**src/verilog/bmc_consts.vh**
```
// Constants for the brush motor chopper PWM controller
// How it works
// RQ1 - The drive PWM runs at a fixed 15 kHz and its duty sets motor voltage and speed.
// RQ2 - A zero speed setting holds the PWM output low with no pulses at all.
// RQ3 - Any nonzero speed setting gives a duty between 13 and 100 percent, rising with it.
// RQ4 - Battery level falls into charged, low or discharged, and charged keeps the LED off.
// RQ5 - At or below 90 percent of nominal the LED flashes slowly while the motor still runs.
// RQ6 - At or below 88 percent of nominal the LED flashes fast and the drive stays off.
// RQ7 - Motor current at or above the limit turns the PWM off whatever the speed setting.
// RQ8 - While the current limit holds the drive off, the LED is steadily on.
// RQ9 - Once current falls below the limit, duty follows the setting again and the LED goes off.
// RQ10 - The default current limit is 8 amperes for the 7.2 V motor.
// RQ11 - Setting maps monotonically onto duty, and discharged shutdown beats the user setting.
`ifndef BMC_CONSTS_VH
`define BMC_CONSTS_VH
`define BMC_CLK_HZ 100000000
`define BMC_PWM_HZ 15000
`define BMC_PWM_PERIOD (`BMC_CLK_HZ / `BMC_PWM_HZ)
`define BMC_DUTY_MIN_PCT 13
`define BMC_DUTY_MAX_PCT 100
`define BMC_LOW_PCT 90
`define BMC_DIS_PCT 88
`define BMC_ILIM_DA 80
`define BMC_SLOW_HZ 2
`define BMC_FAST_HZ 8
`define BMC_BATT_CHARGED 2'h0
`define BMC_BATT_LOW 2'h1
`define BMC_BATT_DISCH 2'h2
`endif

```
**src/verilog/bmc_blinker.v**
```verilog
// Square-wave blinker for the indicator LED
`default_nettype none
module bmc_blinker #(
   parameter HALF_PERIOD = 6250000
) (
   input wire clk_sys,
   input wire reset_n,
   input wire run,
   output reg blink
);
   reg [31:0] count;

   always @(posedge clk_sys or negedge reset_n) begin
      if (!reset_n) begin
         count <= 32'h0;
         blink <= 1'b0;
      end else if (!run) begin
         count <= 32'h0;
         blink <= 1'b0;
      end else if (count >= HALF_PERIOD - 1) begin
         count <= 32'h0;
         blink <= ~blink;
      end else begin
         count <= count + 32'h1;
      end
   end
endmodule
`default_nettype wire

```
**src/verilog/bmc_chopper.v**
```verilog
// Top of the brush motor chopper PWM controller
`include "bmc_consts.vh"
`default_nettype none
module bmc_chopper #(
   parameter SPEED_W = 10,
   parameter BATT_W = 10,
   parameter CUR_W = 10,
   parameter [BATT_W-1:0] BATT_NOMINAL = 10'h3E8,
   parameter [CUR_W-1:0] CUR_PER_DA = 10'h4,
   parameter CLK_HZ = `BMC_CLK_HZ,
   parameter SLOW_HZ = `BMC_SLOW_HZ,
   parameter FAST_HZ = `BMC_FAST_HZ
) (
   input wire clk_sys,
   input wire reset_n,
   input wire [SPEED_W-1:0] speedSetting,
   input wire [BATT_W-1:0] batteryLevel,
   input wire [CUR_W-1:0] motorCurrent,
   output reg pwmOut,
   output reg ledOut,
   output reg [1:0] batteryState,
   output reg currentLimited
);
   localparam PERIOD = `BMC_PWM_PERIOD;
   localparam [31:0] DMIN = (PERIOD * `BMC_DUTY_MIN_PCT + 99) / 100;
   localparam [31:0] SMAX = (1 << SPEED_W) - 1;
   localparam [31:0] LOW_TH = (BATT_NOMINAL * `BMC_LOW_PCT) / 100;
   localparam [31:0] DIS_TH = (BATT_NOMINAL * `BMC_DIS_PCT) / 100;
   localparam [31:0] ILIM = CUR_PER_DA * `BMC_ILIM_DA;

   // Linear map of nonzero setting onto DMIN..PERIOD
   function [31:0] duty_of;
      input [SPEED_W-1:0] s;
      reg [63:0] span;
      begin
         span = 64'h0;
         if (s == {SPEED_W{1'b0}}) begin
            duty_of = 32'h0;
         end else begin
            span = ({32'h0, PERIOD - DMIN}) * ({32'h0, 32'h0 | s} - 64'h1);
            duty_of = DMIN + span[31:0] / (SMAX - 1);
         end
      end
   endfunction

   reg [31:0] phase;
   reg [31:0] dutyLatched;
   reg [1:0] next_batteryState;
   wire slowBlink;
   wire fastBlink;

   always @* begin
      // Battery classification
      if ({22'h0, batteryLevel} <= DIS_TH) begin
         next_batteryState = `BMC_BATT_DISCH;
      end else if ({22'h0, batteryLevel} <= LOW_TH) begin
         next_batteryState = `BMC_BATT_LOW;
      end else begin
         next_batteryState = `BMC_BATT_CHARGED;
      end
   end

   always @(posedge clk_sys or negedge reset_n) begin
      if (!reset_n) begin
         phase <= 32'h0;
         dutyLatched <= 32'h0;
         pwmOut <= 1'b0;
         batteryState <= `BMC_BATT_CHARGED;
         currentLimited <= 1'b0;
      end else begin
         // RQ4 three battery states
         batteryState <= next_batteryState;
         // RQ7 over-current cutoff, RQ9 release below limit, RQ10 8 A default
         currentLimited <= ({22'h0, motorCurrent} >= ILIM);
         // RQ1 fixed 15 kHz period
         if (phase >= PERIOD - 1) begin
            phase <= 32'h0;
            // RQ3 duty 13..100 percent, RQ11 monotonic map; latched per period
            // so a moving pot never glitches mid-cycle
            dutyLatched <= duty_of(speedSetting);
         end else begin
            phase <= phase + 32'h1;
         end
         // RQ2 zero setting, RQ6 discharged stop, RQ11 shutdown wins
         if (speedSetting == {SPEED_W{1'b0}} || dutyLatched == 32'h0
               || batteryState == `BMC_BATT_DISCH || currentLimited) begin
            pwmOut <= 1'b0;
         end else begin
            pwmOut <= (phase < dutyLatched);
         end
      end
   end

   // RQ5 slow flash, RQ6 fast flash
   bmc_blinker #(.HALF_PERIOD(CLK_HZ / (2 * SLOW_HZ))) slowGen (
      .clk_sys(clk_sys),
      .reset_n(reset_n),
      .run(batteryState == `BMC_BATT_LOW),
      .blink(slowBlink)
   );
   bmc_blinker #(.HALF_PERIOD(CLK_HZ / (2 * FAST_HZ))) fastGen (
      .clk_sys(clk_sys),
      .reset_n(reset_n),
      .run(batteryState == `BMC_BATT_DISCH),
      .blink(fastBlink)
   );

   always @(posedge clk_sys or negedge reset_n) begin
      if (!reset_n) begin
         ledOut <= 1'b0;
      end else if (currentLimited) begin
         // RQ8 steady on while limited
         ledOut <= 1'b1;
      end else begin
         case (batteryState)
            `BMC_BATT_LOW: ledOut <= slowBlink;
            `BMC_BATT_DISCH: ledOut <= fastBlink;
            // RQ4 charged keeps LED off, RQ9 off after release
            default: ledOut <= 1'b0;
         endcase
      end
   end
endmodule
`default_nettype wire

```
**config.mk**
```make
export PLATFORM = sky130hd
export DESIGN_NAME = bmc_chopper
export DESIGN_NICKNAME = d
export VERILOG_FILES = /design/src/verilog/bmc_blinker.v /design/src/verilog/bmc_chopper.v
export VERILOG_INCLUDE_DIRS = /design/src /design/src/verilog
export SDC_FILE = /design/constraint.sdc
export NUM_CORES = 1
export LEC_CHECK = 0
export ABC_CLOCK_PERIOD_IN_PS = 6500
export BUFFER_PORTS_ARGS = -buffer_cell sky130_fd_sc_hd__buf_2
export CORE_MARGIN = 2
export CORE_UTILIZATION = 44
export CTS_CLUSTER_SIZE = 16
export DETAILED_ROUTE_END_ITERATION = 12
export HOLD_SLACK_MARGIN = 0.03
export SYNTH_ARGS = -nofsm -noshare
export SYNTH_HDL_FRONTEND = slang
export SYNTH_SLANG_ARGS = --single-unit
```
**constraint.sdc**
```tcl
create_clock -name clk_sys -period 6.5 [get_ports clk_sys]
set_clock_uncertainty 0.15 [all_clocks]
set_input_delay 1.3 -clock clk_sys [delete_from_list [all_inputs] [get_ports clk_sys]]
set_output_delay 1.3 -clock clk_sys [all_outputs]
set_load 0.02 [all_outputs]
```
== Word-level counts from Yosys, hierarchy flattened ==
Cells that the tools add are included.

* Register bits after elaboration: 135
* Bits of input ports: 32
* Output and inout bits: 5
* Word-level logic and storage cells: 50

* $add $sub $neg: 5
* Multipliers: 1
* Divide/modulo/power cells: 1
* Magnitude comparators: 7
* Equal/unequal tests: 4
* Multiplexer cells: 15
* Bitwise logic cells: 2
* Reduce and logical (&&, ||, !) cells: 5

{| class="wikitable"
|+ Operator list
! operator !! number
|-
| $mux 32 || 6
|-
| $add 32x1->32 const B || 3
|-
| $add 10x32->32 const A || 1
|-
| $div 32x10->32 const B || 1
|-
| $ge 32x13->1 const B || 1
|-
| $ge 32x23->1 const B || 1
|-
| $ge 32x25->1 const B || 1
|-
| $logic_not 32->1 || 1
|-
| $lt 32x32->1 || 1
|-
| $mul 14x11->25 const A || 1
|-
| $le 10x10->1 const B || 2
|-
| $sub 10x1->11 const B || 1
|-
| $ge 10x9->1 const B || 1
|-
| $logic_not 10->1 || 1
|-
| $mux 1 || 7
|-
| $ne 2x2->1 const B || 2
|-
| $logic_or 1x1->1 || 3
|-
| $eq 2x1->1 const B || 1
|-
| $eq 2x2->1 const B || 1
|-
| $mux 2 || 1
|-
| $not 1->1 || 2
|-
| $pmux 1 s2 || 1
|}

== Logic depth before layout (Yosys ltp) ==
Gate-level depths: netlist of run 1.

* Depth after elaboration: 5
* Depth in mapped cells: 68
* Gate-level depth less buffers: 58

== Hierarchy ==
From an unflattened synthesis of run 1, not the netlist that was laid out.

* Cell total of the unflattened synthesis: 1,611
* Area, all modules: 13,673.1 um2

{| class="wikitable"
|+ By module, submodules not included
! module !! instances !! cells an instance !! area each (um2) !! sequential area each (um2)
|-
| bmc_chopper || 1 || 1,326 || 10,623.9 || 1,526.5
|-
| bmc_blinker (fastGen) || 1 || 144 || 1,547.7 || 825.8
|-
| bmc_blinker (slowGen) || 1 || 141 || 1,501.4 || 825.8
|}

== Worst setup path before layout of run 1 ==
Ideal clock, no wire load.

* Path type: in2reg
* Start: input speedSetting[2]
* End: register dutyLatched[12]
* Arrival: 15,760 ps
* Slack: -9,551 ps
* Cell stages on the path: 60
* Cells stage by stage: nor4_2 nand3_1 xor2_1 inv_1 ha_1 inv_1 fa_1 fa_1 inv_1 fa_1 fa_1 ha_1 buf_6 a21oi_1 o21ai_2 a2111o_1 and3_1 buf_6 [... 24 more ...] a31oi_1 or3_1 buf_2 o41ai_4 a21boi_2 nor4_1 o21ai_0 a22oi_1 o21ai_2 nor2_1 o31ai_1 ha_1 o21ai_0 o31ai_1 nand3_1 nand3_1 xor2_1 o22ai_1

* Longest elaborated chain between the ends: 5
* Elaborated cells between the ends (all ways): 6
* Those cells by class: add/sub: 2; mul: 1; div: 1; mux: 1; reduce/logical: 1

{| class="wikitable"
|+ Ends and longest elaborated chain
! item !! RTL line !! text
|-
| start, declared || bmc_chopper.v:16 || <nowiki>input wire [SPEED_W-1:0] speedSetting,</nowiki>
|-
| $sub 10x1->11 || bmc_chopper.v:40 || <nowiki>span = ({32'h0, PERIOD - DMIN}) * ({32'h0, 32'h0 | s} - 64'h1);</nowiki>
|-
| $mul 14x11->25 || bmc_chopper.v:40 ||
|-
| $div 32x10->32 || bmc_chopper.v:41 || <nowiki>duty_of = DMIN + span[31:0] / (SMAX - 1);</nowiki>
|-
| $add 10x32->32 || bmc_chopper.v:41 ||
|-
| $mux 32 * || bmc_chopper.v:37 || <nowiki>if (s == {SPEED_W{1'b0}}) begin</nowiki>
|-
| end signal, assigned || bmc_chopper.v:80 || <nowiki>dutyLatched <= duty_of(speedSetting);</nowiki>
|-
| end, declared || bmc_chopper.v:47 || <nowiki>reg [31:0] dutyLatched;</nowiki>
|}

Mark *: on every way between the ends. The rest lies on a longest branch, timed or not.
A chain may end at the register's enable or synchronous reset.

== Final worst setup path of run 1 ==
* Start: input speedSetting[3]
* End: register dutyLatched[10]

The elaborated chain is that of the path after synthesis.

==> impl_metrics.tcl, run 1 <==
set metrics [dict create \
    ant_nets 0 \
    initial_core_util_pct 44.9 \
    dieArea_sq_um 32700 \
    cp_max_fo 6 \
    finalHoldViolations 0 \
    timing.fmax_mhz 66.7 \
    antenna-diode-count 0 \
    synth_top_family_by_area "simple AND/OR/NAND/NOR gates" \
    finalWorstSetupSlack_ps -8480 \
    first_pass_iters 5 \
    fin_nets 2418 \
    io-pin-count 37 \
    crit_top_cell "buf_6" \
    htree_levels 4 \
    gp_congestion 0.930 \
    synth_xor_xnor_area_share_pct 7.24 \
    synthAdderAreaFrac_pct 16.4 \
    ys_ff_latch 127 \
    cts_tree "yes" \
    hold_end "fastGen.count[0]" \
    drt_first_iter_violations 828 \
    finalCritPeriodShare_pct 231 \
    hp-start "fastGen.count[0]" \
    rsz0062_at_grt "true" \
    reg2regPathDepth 24 \
    routed_wl_mm 42.1 \
    synth-edff-count 0 \
    yosys-top-cells-area "dfrtp_1 23%, ha_1 10%, fa_1 6.3%" \
    synth_area_sq_um 13800 \
    status "finished, violations left" \
    critPathRequiredTime_ps 6620 \
    syn_inst 1621 \
    critical_path.slowest_cell "or4_4" \
    portBuffers 30 \
    synth.yosys.seq_area_share_pct 23.1 \
    clock_latency_ps 420 \
    grt_max_degree 75 \
    worst_pin_slew_ps 1130 \
    synth_top_cell_area_share_pct 23.1 \
    period_minus_slack_ps 14980 \
    criticalPathCategory "in2reg" \
    slew_headroom_pct 24.6 \
    clockBufferDepth 2 \
    final_cells 2642 \
    routed_via_density 5.49 \
    muxShareOfSynthArea_pct 0.791 \
    slew_viol_final 0 \
    grt_pass1_wl_mm 69.6 \
    hold_path.class "reg2reg" \
    drive_gt1_share_pct 43.8 \
    synthMostInstantiatedCell "nor2_1" \
    dp_hpwl_mm 31.3 \
    synth.distinct_cells 129 \
    synth_commonest_cells "156 x nor2_1, 139 x inv_1, 127 x dfrtp_1" \
    synth-simple-area-share_pct 23.9 \
    clock_sinks 127 \
    die_w_um 181 \
    grt_use_total_pct 25.2 \
    reg2reg_slack_ps 2950 \
    clkSlewWorstSetupHoldPaths_ps 60 \
    core_area_sq_um 30700 \
    area_growth_pct 55.8 \
    finalSetupViolCount 15 \
    ys_warn_count 0 \
    root_buffer "clkbuf_16" \
    cts_buffers 17 \
    placementRows 64 \
    synth-async-reset-ratio_pct 100 \
    avgRoutedWirePerCell_um 15.9 \
    grt_overflow 0 \
    fp.dieH_um 181 \
    drv_cap 0 \
    r2r_start "phase[1]" \
    critPathCaptureType "register" \
    cp-start-kind "input port" \
    antenna_found_initial 0 \
    synth_flop_cell "dfrtp_1" \
    min_path_cells 1 \
    syn_avg_cell_area_sq_um 8.49 \
    grt_pass1_vias 14700 \
    cpPeakStageDelay_ps 580 \
    nFillCells 2320 \
    r2r_end "pwmOut" \
    crit_arrival_ps 15100 \
    drt_drc_violations_left 0 \
    synth_compound_gate_area_share_pct 23.2 \
    yosysTopAreaCell "dfrtp_1" \
    vias 14500 \
    violations "negative setup slack" \
    dpl.cell_count 2507 \
]
-- critical path, delay by kind of cell --
family                     cells  cell delay, ps
AOI/OAI and AO/OA             26            5960
xor gates and xnor gates       5             770
buffers and inverters         13            1660
and+or+nand+nor               14            3100
adders and majority gates      6            2250
-- logic make-up after synthesis --
family,after synthesis
simple gates,616
other cells,1
mux,8
flops,127
xor+xnor,113
buf+inv,182
fa+ha+maj,155
compound gates,419
-- state kept, by name, summed over array words and instances, names as in the netlist --
signal	count
phase	32
batteryState	2
currentLimited	1
dutyLatched	24
ledOut	1
fastGen.count	32
fastGen.blink	1
pwmOut	1
slowGen.blink	1
slowGen.count	32
-- metrics by stage --
stage / TNS [ps] / util (%) / area [sq um] / setup slack, ps / hold slack, ps
2_1_floorplan: -120420 / - / 14400 / -8440 / 274
3_3_place_gp: -131560 / 59.8 / 18300 / -8990 / 290
3_5_place_dp: -133800 / 59.8 / 18300 / -9190 / 298
4_1_cts: -116360 / 66.9 / 20500 / -7980 / 306
5_1_grt: -131430 / 69.9 / 21400 / -9070 / 325
6_report: -123570 / 69.9 / 21400 / -8480 / 305
-- worst max-delay path by stage --
stage / startpoint / to / slack [ps] / cells after the start
after detailed placement: speedSetting[0] / dutyLatched[12] / -9190 / 63
after global routing: speedSetting[3] / dutyLatched[12] / -9070 / 63
after CTS: speedSetting[5] / dutyLatched[12] / -7980 / 59
final: speedSetting[3] / dutyLatched[10] / -8480 / 64
after floorplan: speedSetting[5] / dutyLatched[12] / -8440 / 59
after global placement: speedSetting[5] / dutyLatched[12] / -8990 / 62
-- layer usage --
metal,share of wire [%],up-vias,global-route usage (%)
met5,0,-,0
met3,2.5,73,2.46
met2,49,271,43.3
met4,2.8,0,8.48
met1,46,7025,33.1
li1,-,7135,-
-- area by class of cell --
class	instances	area (sq um)	area share, %
clock inverter	13	151	0.706
multi-input combinational	1348	12100	56.4
inverter	139	524	2.44
sequential	127	3180	14.8
tap	396	495	2.31
timing repair buffer	600	4570	21.3
clock buffer	19	433	2.02
-- layout by cell type (no fill, tap or decap), types with 14 or more instances in the layout --
cell type,n
a21o_1,17
a21oi_1,48
a21oi_2,17
a31oi_1,16
and3_1,26
buf_2,27
buf_4,546
buf_6,23
clkbuf_16,17
conb_1,35
dfrtp_1,127
fa_1,39
ha_1,87
ha_4,18
inv_1,129
nand2_1,88
nand2b_1,15
nand3_1,68
nand4_1,28
nor2_1,142
nor3_1,29
nor3_4,14
nor4_1,20
o211ai_1,22
o21a_1,15
o21ai_0,39
o21ai_2,15
o22ai_1,17
xnor2_1,37
xnor2_2,14
xor2_1,50
-- repair_timing --
action | in CTS | in global routing
pin swaps | 101 | 66
setup buffers | 63 | 44
gates cloned | 1 | 1
hold buffers | 0 | 0
hold endpoints to repair | 0 | 0
gates resized for setup | 227 | 110
setup endpoints to repair | 15 | 15
Power of run 1 is left out: the tool's default activity adds up to more than one toggle a clock period on the data nets, which glitch-free logic cannot reach.
==> run 2, diff against run 1 <==
Settings changed: CORE_MARGIN 2 to not set, MAX_ROUTING_LAYER set to met4.
==> impl_metrics.tcl, run 2 (synthesis results as in run 1) <==
set metrics [dict create \
    status "finished, violations left" \
    violations "negative setup slack" \
    io-pin-count 37 \
    hp-start "fastGen.count[0]" \
    portBuffers 30 \
    routed_wl_mm 42.6 \
    cpPeakStageDelay_ps 570 \
    criticalPathCategory "in2reg" \
    fin_nets 2429 \
    clkSlewWorstSetupHoldPaths_ps 60 \
    grt_pass1_vias 14300 \
    mostFrequentLayoutCell "buf_4" \
    grt_pass1_wl_mm 68.8 \
    cp_max_fo 6 \
    cts_buffers 17 \
    final_cells 2653 \
    clock_latency_ps 420 \
    finalWorstSetupSlack_ps -8530 \
    mostFrequentLayoutCells "548 x buf_4, 143 x nor2_1, 130 x inv_1, 127 x dfrtp_1, 92 x nand2_1" \
    dieArea_sq_um 32000 \
    fp.dieH_um 179 \
    vias 14500 \
    gp_congestion 0.920 \
    dpl.cell_count 2518 \
    crit_arrival_ps 15160 \
    slew_viol_final 0 \
    htree_levels 4 \
    drt_drc_violations_left 0 \
    critical_path.slowest_cell "fa_2" \
    dpl_cell_area_sq_um 18400 \
    routed_via_density 5.46 \
    r2r_end "pwmOut" \
    min_path_cells 1 \
    slew_headroom_pct 25.7 \
    cts_tree "yes" \
    crit_top_cell "buf_6" \
    grt_max_degree 68 \
    holdWs_ps 318 \
    grt_overflow 0 \
    cp-start-kind "input port" \
    worst_pin_slew_ps 1120 \
    reg_top3 "fastGen.count (32), phase (32), slowGen.count (32)" \
    avgRoutedWirePerCell_um 16.1 \
    timing.fmax_mhz 66.5 \
    critPathCaptureType "register" \
    finalHoldViolations 0 \
    nFillCells 2363 \
    final_cell_area_sq_um 21300 \
    clock_sinks 127 \
    antenna-diode-count 0 \
    drv_cap 0 \
    placementRows 64 \
    initial_core_util_pct 44.9 \
    dp_hpwl_mm 32.0 \
    hold_end "fastGen.count[0]" \
    drive_gt1_share_pct 43.3 \
    rsz0062_at_grt "true" \
    r2r_start "phase[1]" \
    reg2regPathDepth 24 \
    cts_hold_buf 0 \
    antenna_found_initial 0 \
    hold_path.class "reg2reg" \
    root_buffer "clkbuf_16" \
    area_growth_pct 54.9 \
    die_w_um 179 \
    core_area_sq_um 30700 \
    finalSetupViolCount 15 \
    first_pass_iters 5 \
    clockBufferDepth 2 \
    reg2reg_slack_ps 2890 \
    period_minus_slack_ps 15030 \
    ant_nets 0 \
    grt_use_total_pct 27.3 \
    drt_first_iter_violations 792 \
    critPathRequiredTime_ps 6630 \
    finalCritPeriodShare_pct 231 \
]
==> run 2: cell types whose count changed in the layout (fill, tap and decap cells not counted), moves of 4 or more <==
cell / delta
nand2_1: +4
nand3_1: -4
o21ai_4: -4
ha_4: -4
nor3_4: +4
buf_6: +9
==> run 2: area by class of cell <==
class,instances,area (sq um),share of cell area (%)
Clock inverter,14,171,0.804
Sequential cell,127,3180,14.9
Multi-Input combinational cell,1347,11800,55.4
Inverter,139,527,2.47
Tap cell,396,495,2.32
Timing Repair Buffer,612,4700,22.1
Clock buffer,18,429,2.01
==> run 2: stage by stage <==
| step | util (%) | TNS (ps) | setup WS, ps |
|---|---|---|---|
| after floorplan | - | -120420 | -8440 |
| after global placement | 60.1 | -133970 | -9260 |
| after detailed placement | 60.1 | -135450 | -9410 |
| after CTS | 66.6 | -119910 | -8250 |
| after global routing | 69.5 | -131870 | -9050 |
| final | 69.5 | -124150 | -8530 |
==> run 2: timing repair <==
action / 4_1_cts / 5_1_grt
resized for setup: 181 / 125
buffers inserted: 66 / 40
pin swaps: 120 / 68
endpoints found under the hold margin: 0 / 0
endpoints found under the setup margin: 15 / 15
cloned: 1 / 0
==> run 2: how the worst max path moves through the flow <==
stage               startpoint         endpoint  slack [ps]
6_report       speedSetting[3]  dutyLatched[12]       -8530
4_1_cts        speedSetting[3]  dutyLatched[12]       -8250
5_1_grt        speedSetting[3]  dutyLatched[12]       -9050
2_1_floorplan  speedSetting[5]  dutyLatched[12]       -8440
3_3_place_gp   speedSetting[5]  dutyLatched[12]       -9260
3_5_place_dp   speedSetting[5]  dutyLatched[12]       -9410
==> run 2: worst max-delay path, delay by kind of cell <==
family          cells  cell delay [ps]
simple gates       17             3590
xor+xnor            3              360
buf+inv            13             1550
fa+ha+maj           7             2680
compound gates     23             5670
==> run 2: metal layers <==
layer | global-route usage [%] | wire length (um) | vias to the layer above
li1 | - | - | 7137
met1 | 34.5 | 19300 | 7023
met2 | 47.3 | 21600 | 273
met3 | 2.10 | 1110 | 61
met4 | 6.14 | 656 | 0
met5 | - | 0 | -
Power of run 2 is left out for the same reason.
==> run 3, diff against run 2 <==
Settings changed: CORE_UTILIZATION 44 to 65, PLACE_DENSITY set to 0.83.
==> impl_metrics.tcl, run 3 <==
set metrics [dict create \
    status "did not finish" \
    haltStage "global routing (5_1_grt)" \
    error "[ERROR GRT-0116] Global routing finished with congestion. Check the congestion regions in the DRC Viewer." \
    root_buffer "clkbuf_16" \
    synthMostInstantiatedCell "nor2_1" \
    syn_avg_cell_area_sq_um 8.49 \
    synth_area_sq_um 13800 \
    fp.dieH_um 148 \
    ys_ff_latch 127 \
    yosysTopAreaCell "dfrtp_1" \
    die_w_um 148 \
    grt_pass1_wl_mm 142 \
    grt_max_degree 81 \
    cts_buffers 17 \
    grt_pass1_vias 23000 \
    synth_commonest_cells "156 x nor2_1, 139 x inv_1, 127 x dfrtp_1" \
    synth.yosys.seq_area_share_pct 23.1 \
    clockBufferDepth 2 \
    synth_top_cell_area_share_pct 23.1 \
    htree_levels 4 \
    grt_overflow 296 \
    synth-edff-count 0 \
    yosys-top-cells-area "dfrtp_1 23%, ha_1 10%, fa_1 6.3%" \
    syn_inst 1621 \
    gp_congestion 0.962 \
    synth.distinct_cells 129 \
    dp_hpwl_mm 36.1 \
    initial_core_util_pct 67.2 \
    io-pin-count 37 \
    synth_flop_cell "dfrtp_1" \
    synth-async-reset-ratio_pct 100 \
    clock_sinks 127 \
    cts_hold_buf 0 \
    grt_use_total_pct 86.1 \
    portBuffers 30 \
    ys_warn_count 0 \
    placementRows 52 \
]
[run 3: cell counts after synthesis]
Identical to the previous run, type by type.
[run 3: timing repair]
item	4_1_cts
setup endpoints to repair	15
resized for setup	213
setup buffers	58
cloned	1
pin swaps	81
[run 3: stage by stage]
| step | std cells | area, sq um | setup slack (ps) |
|---|---|---|---|
| 3_3_place_gp | 2362 | 18000 | -9150 |
| 2_1_floorplan | 1655 | 14400 | -8440 |
| 3_5_place_dp | 2362 | 18000 | -9730 |
| 4_1_cts | 2452 | 20000 | -8350 |
[run 3: logic make-up after synthesis]
| kind of cell | share of synthesized area, % |
|---|---|
| fa+ha+maj | 16.4 |
| flops | 23.1 |
| xor+xnor | 7.24 |
| other cells | 0.0272 |
| simple gates | 23.9 |
| mux | 0.791 |
| buf+inv | 5.42 |
| compound gates | 23.2 |
[run 3: per-layer routing]
| metal | GRT overflow | track usage, % |
|---|---|---|
| met1 | 5 | 82.2 |
| met2 | 218 | 103 |
| met3 | 7 | 68.4 |
| met4 | 66 | 88.9 |
| met5 | - | - |
==> run 4, diff against run 3 <==
Settings changed: CORE_UTILIZATION 65 to 40, CTS_CLUSTER_SIZE 16 to not set, HOLD_SLACK_MARGIN 0.03 to not set, MAX_ROUTING_LAYER met4 to not set, PLACE_DENSITY 0.83 to not set, PLACE_DENSITY_LB_ADDON set to 0.15.
==> impl_metrics.tcl, run 4 (synthesis results as in run 1) <==
set metrics [dict create \
    mostFrequentLayoutCells "535 x buf_4, 142 x nor2_1, 133 x inv_1, 127 x dfrtp_1, 96 x ha_1" \
    final_cell_area_sq_um 21100 \
    initial_core_util_pct 40.9 \
    reg_top3 "fastGen.count (32), phase (32), slowGen.count (32)" \
    slew_viol_final 0 \
    routed_via_density 5.33 \
    finalSetupViolCount 15 \
    fp.dieH_um 188 \
    area_growth_pct 53.1 \
    dpl_cell_area_sq_um 18400 \
    routed.top_layer "met4" \
    grt_pass1_wl_mm 68.6 \
    critPathCaptureType "register" \
    status "finished, violations left" \
    dp_hpwl_mm 32.0 \
    dieArea_sq_um 35200 \
    core_area_sq_um 33700 \
    crit_arrival_ps 15150 \
    placementRows 67 \
    antenna-diode-count 0 \
    die_w_um 188 \
    cp-start-kind "input port" \
    clock_sinks 127 \
    clock_latency_ps 420 \
    period_minus_slack_ps 14990 \
    root_buffer "clkbuf_16" \
    clockBufferDepth 2 \
    clkSlewWorstSetupHoldPaths_ps 50 \
    antenna_found_initial 0 \
    avgRoutedWirePerCell_um 15.6 \
    ant_nets 0 \
    grt_max_degree 74 \
    routed_wl_mm 41.8 \
    drt_drc_violations_left 0 \
    portBuffers 30 \
    critical_path.slowest_cell "fa_2" \
    grt_overflow 0 \
    hold_path.class "reg2reg" \
    rsz0062_at_grt "true" \
    crit_top_cell "buf_6" \
    grt_pass1_vias 14500 \
    finalCritPeriodShare_pct 231 \
    drt_first_iter_violations 642 \
    critPathRequiredTime_ps 6660 \
    violations "negative setup slack" \
    cts_buffers 17 \
    grt_use_total_pct 23.4 \
    cp_max_fo 8 \
    vias 14300 \
    fin_nets 2409 \
    worst_pin_slew_ps 1150 \
    first_pass_iters 5 \
    io-pin-count 37 \
    mostFrequentLayoutCell "buf_4" \
    criticalPathCategory "in2reg" \
    route.met3.wl_mm 1.05 \
    drt-met1-wl_mm 19.5 \
    gp_congestion 0.906 \
    timing.fmax_mhz 66.7 \
    finalHoldViolations 0 \
    nFillCells 2820 \
    finalWorstSetupSlack_ps -8490 \
    drive_gt1_share_pct 42.1 \
    cts_tree "yes" \
    slew_headroom_pct 23.2 \
    htree_levels 4 \
    dr_wl_met2_mm 20.2 \
    drv_cap 0 \
    cpPeakStageDelay_ps 570 \
]
-- run 4: path summary, 6_finish.rpt --
| check | startpoint | endpoint | slack [ps] | cells after the start |
|---|---|---|---|---|
| setup / recovery | speedSetting[3] | dutyLatched[14] | -8490 | 65 |
| hold / removal | fastGen.count[0] | fastGen.count[0] | 300 | 1 |
| setup reg to reg | phase[1] | pwmOut | 2860 | 24 |
| hold reg to reg | fastGen.count[0] | fastGen.count[0] | 300 | 1 |
| max in group asynchronous | reset_n | dutyLatched[15] | 4080 | 2 |
| min in group asynchronous | reset_n | slowGen.count[6] | 850 | 1 |
-- run 4: per-layer routing --
metal  track usage, %  vias up
met2             40.0      250
met4             7.75        0
met5                0        -
met3             2.08       63
li1                 -     7109
met1             31.0     6879
-- run 4: area by class of cell --
type	count	area (sq um)	share of cell area [%]
clock buffer	20	447	2.12
clock inverter	12	119	0.564
inverter	139	527	2.50
multi-input combinational	1346	11700	55.6
sequential	127	3180	15.1
tap	448	561	2.66
timing repair buffer	593	4530	21.5
-- run 4: metrics by stage --
stage	std cells	TNS, ps	util, %	hold slack (ps)	worst slack (ps)
3_5_place_dp	2561	-134700	54.7	299	-9290
5_1_grt	2685	-132710	62.6	332	-9030
2_1_floorplan	1655	-120420	-	274	-8440
4_1_cts	2660	-120340	60.4	306	-8290
6_report	2685	-124620	62.6	305	-8490
3_3_place_gp	2561	-133360	54.7	293	-9180
-- run 4: what timing repair did --
action	CTS	global route
hold buffers	0	0
setup buffers	70	26
pin swaps	100	72
setup endpoints to repair	15	15
resized for setup	178	111
-- run 4: critical path, delay by kind of cell --
kind                       cells  cell delay [ps]
AOI/OAI and AO/OA             18             3600
buffers and inverters         17             2180
adders and majority gates      7             2630
muxes                          1              310
xor gates and xnor gates       4              810
and+or+nand+nor               18             4310
Power of run 4 is left out for the same reason.
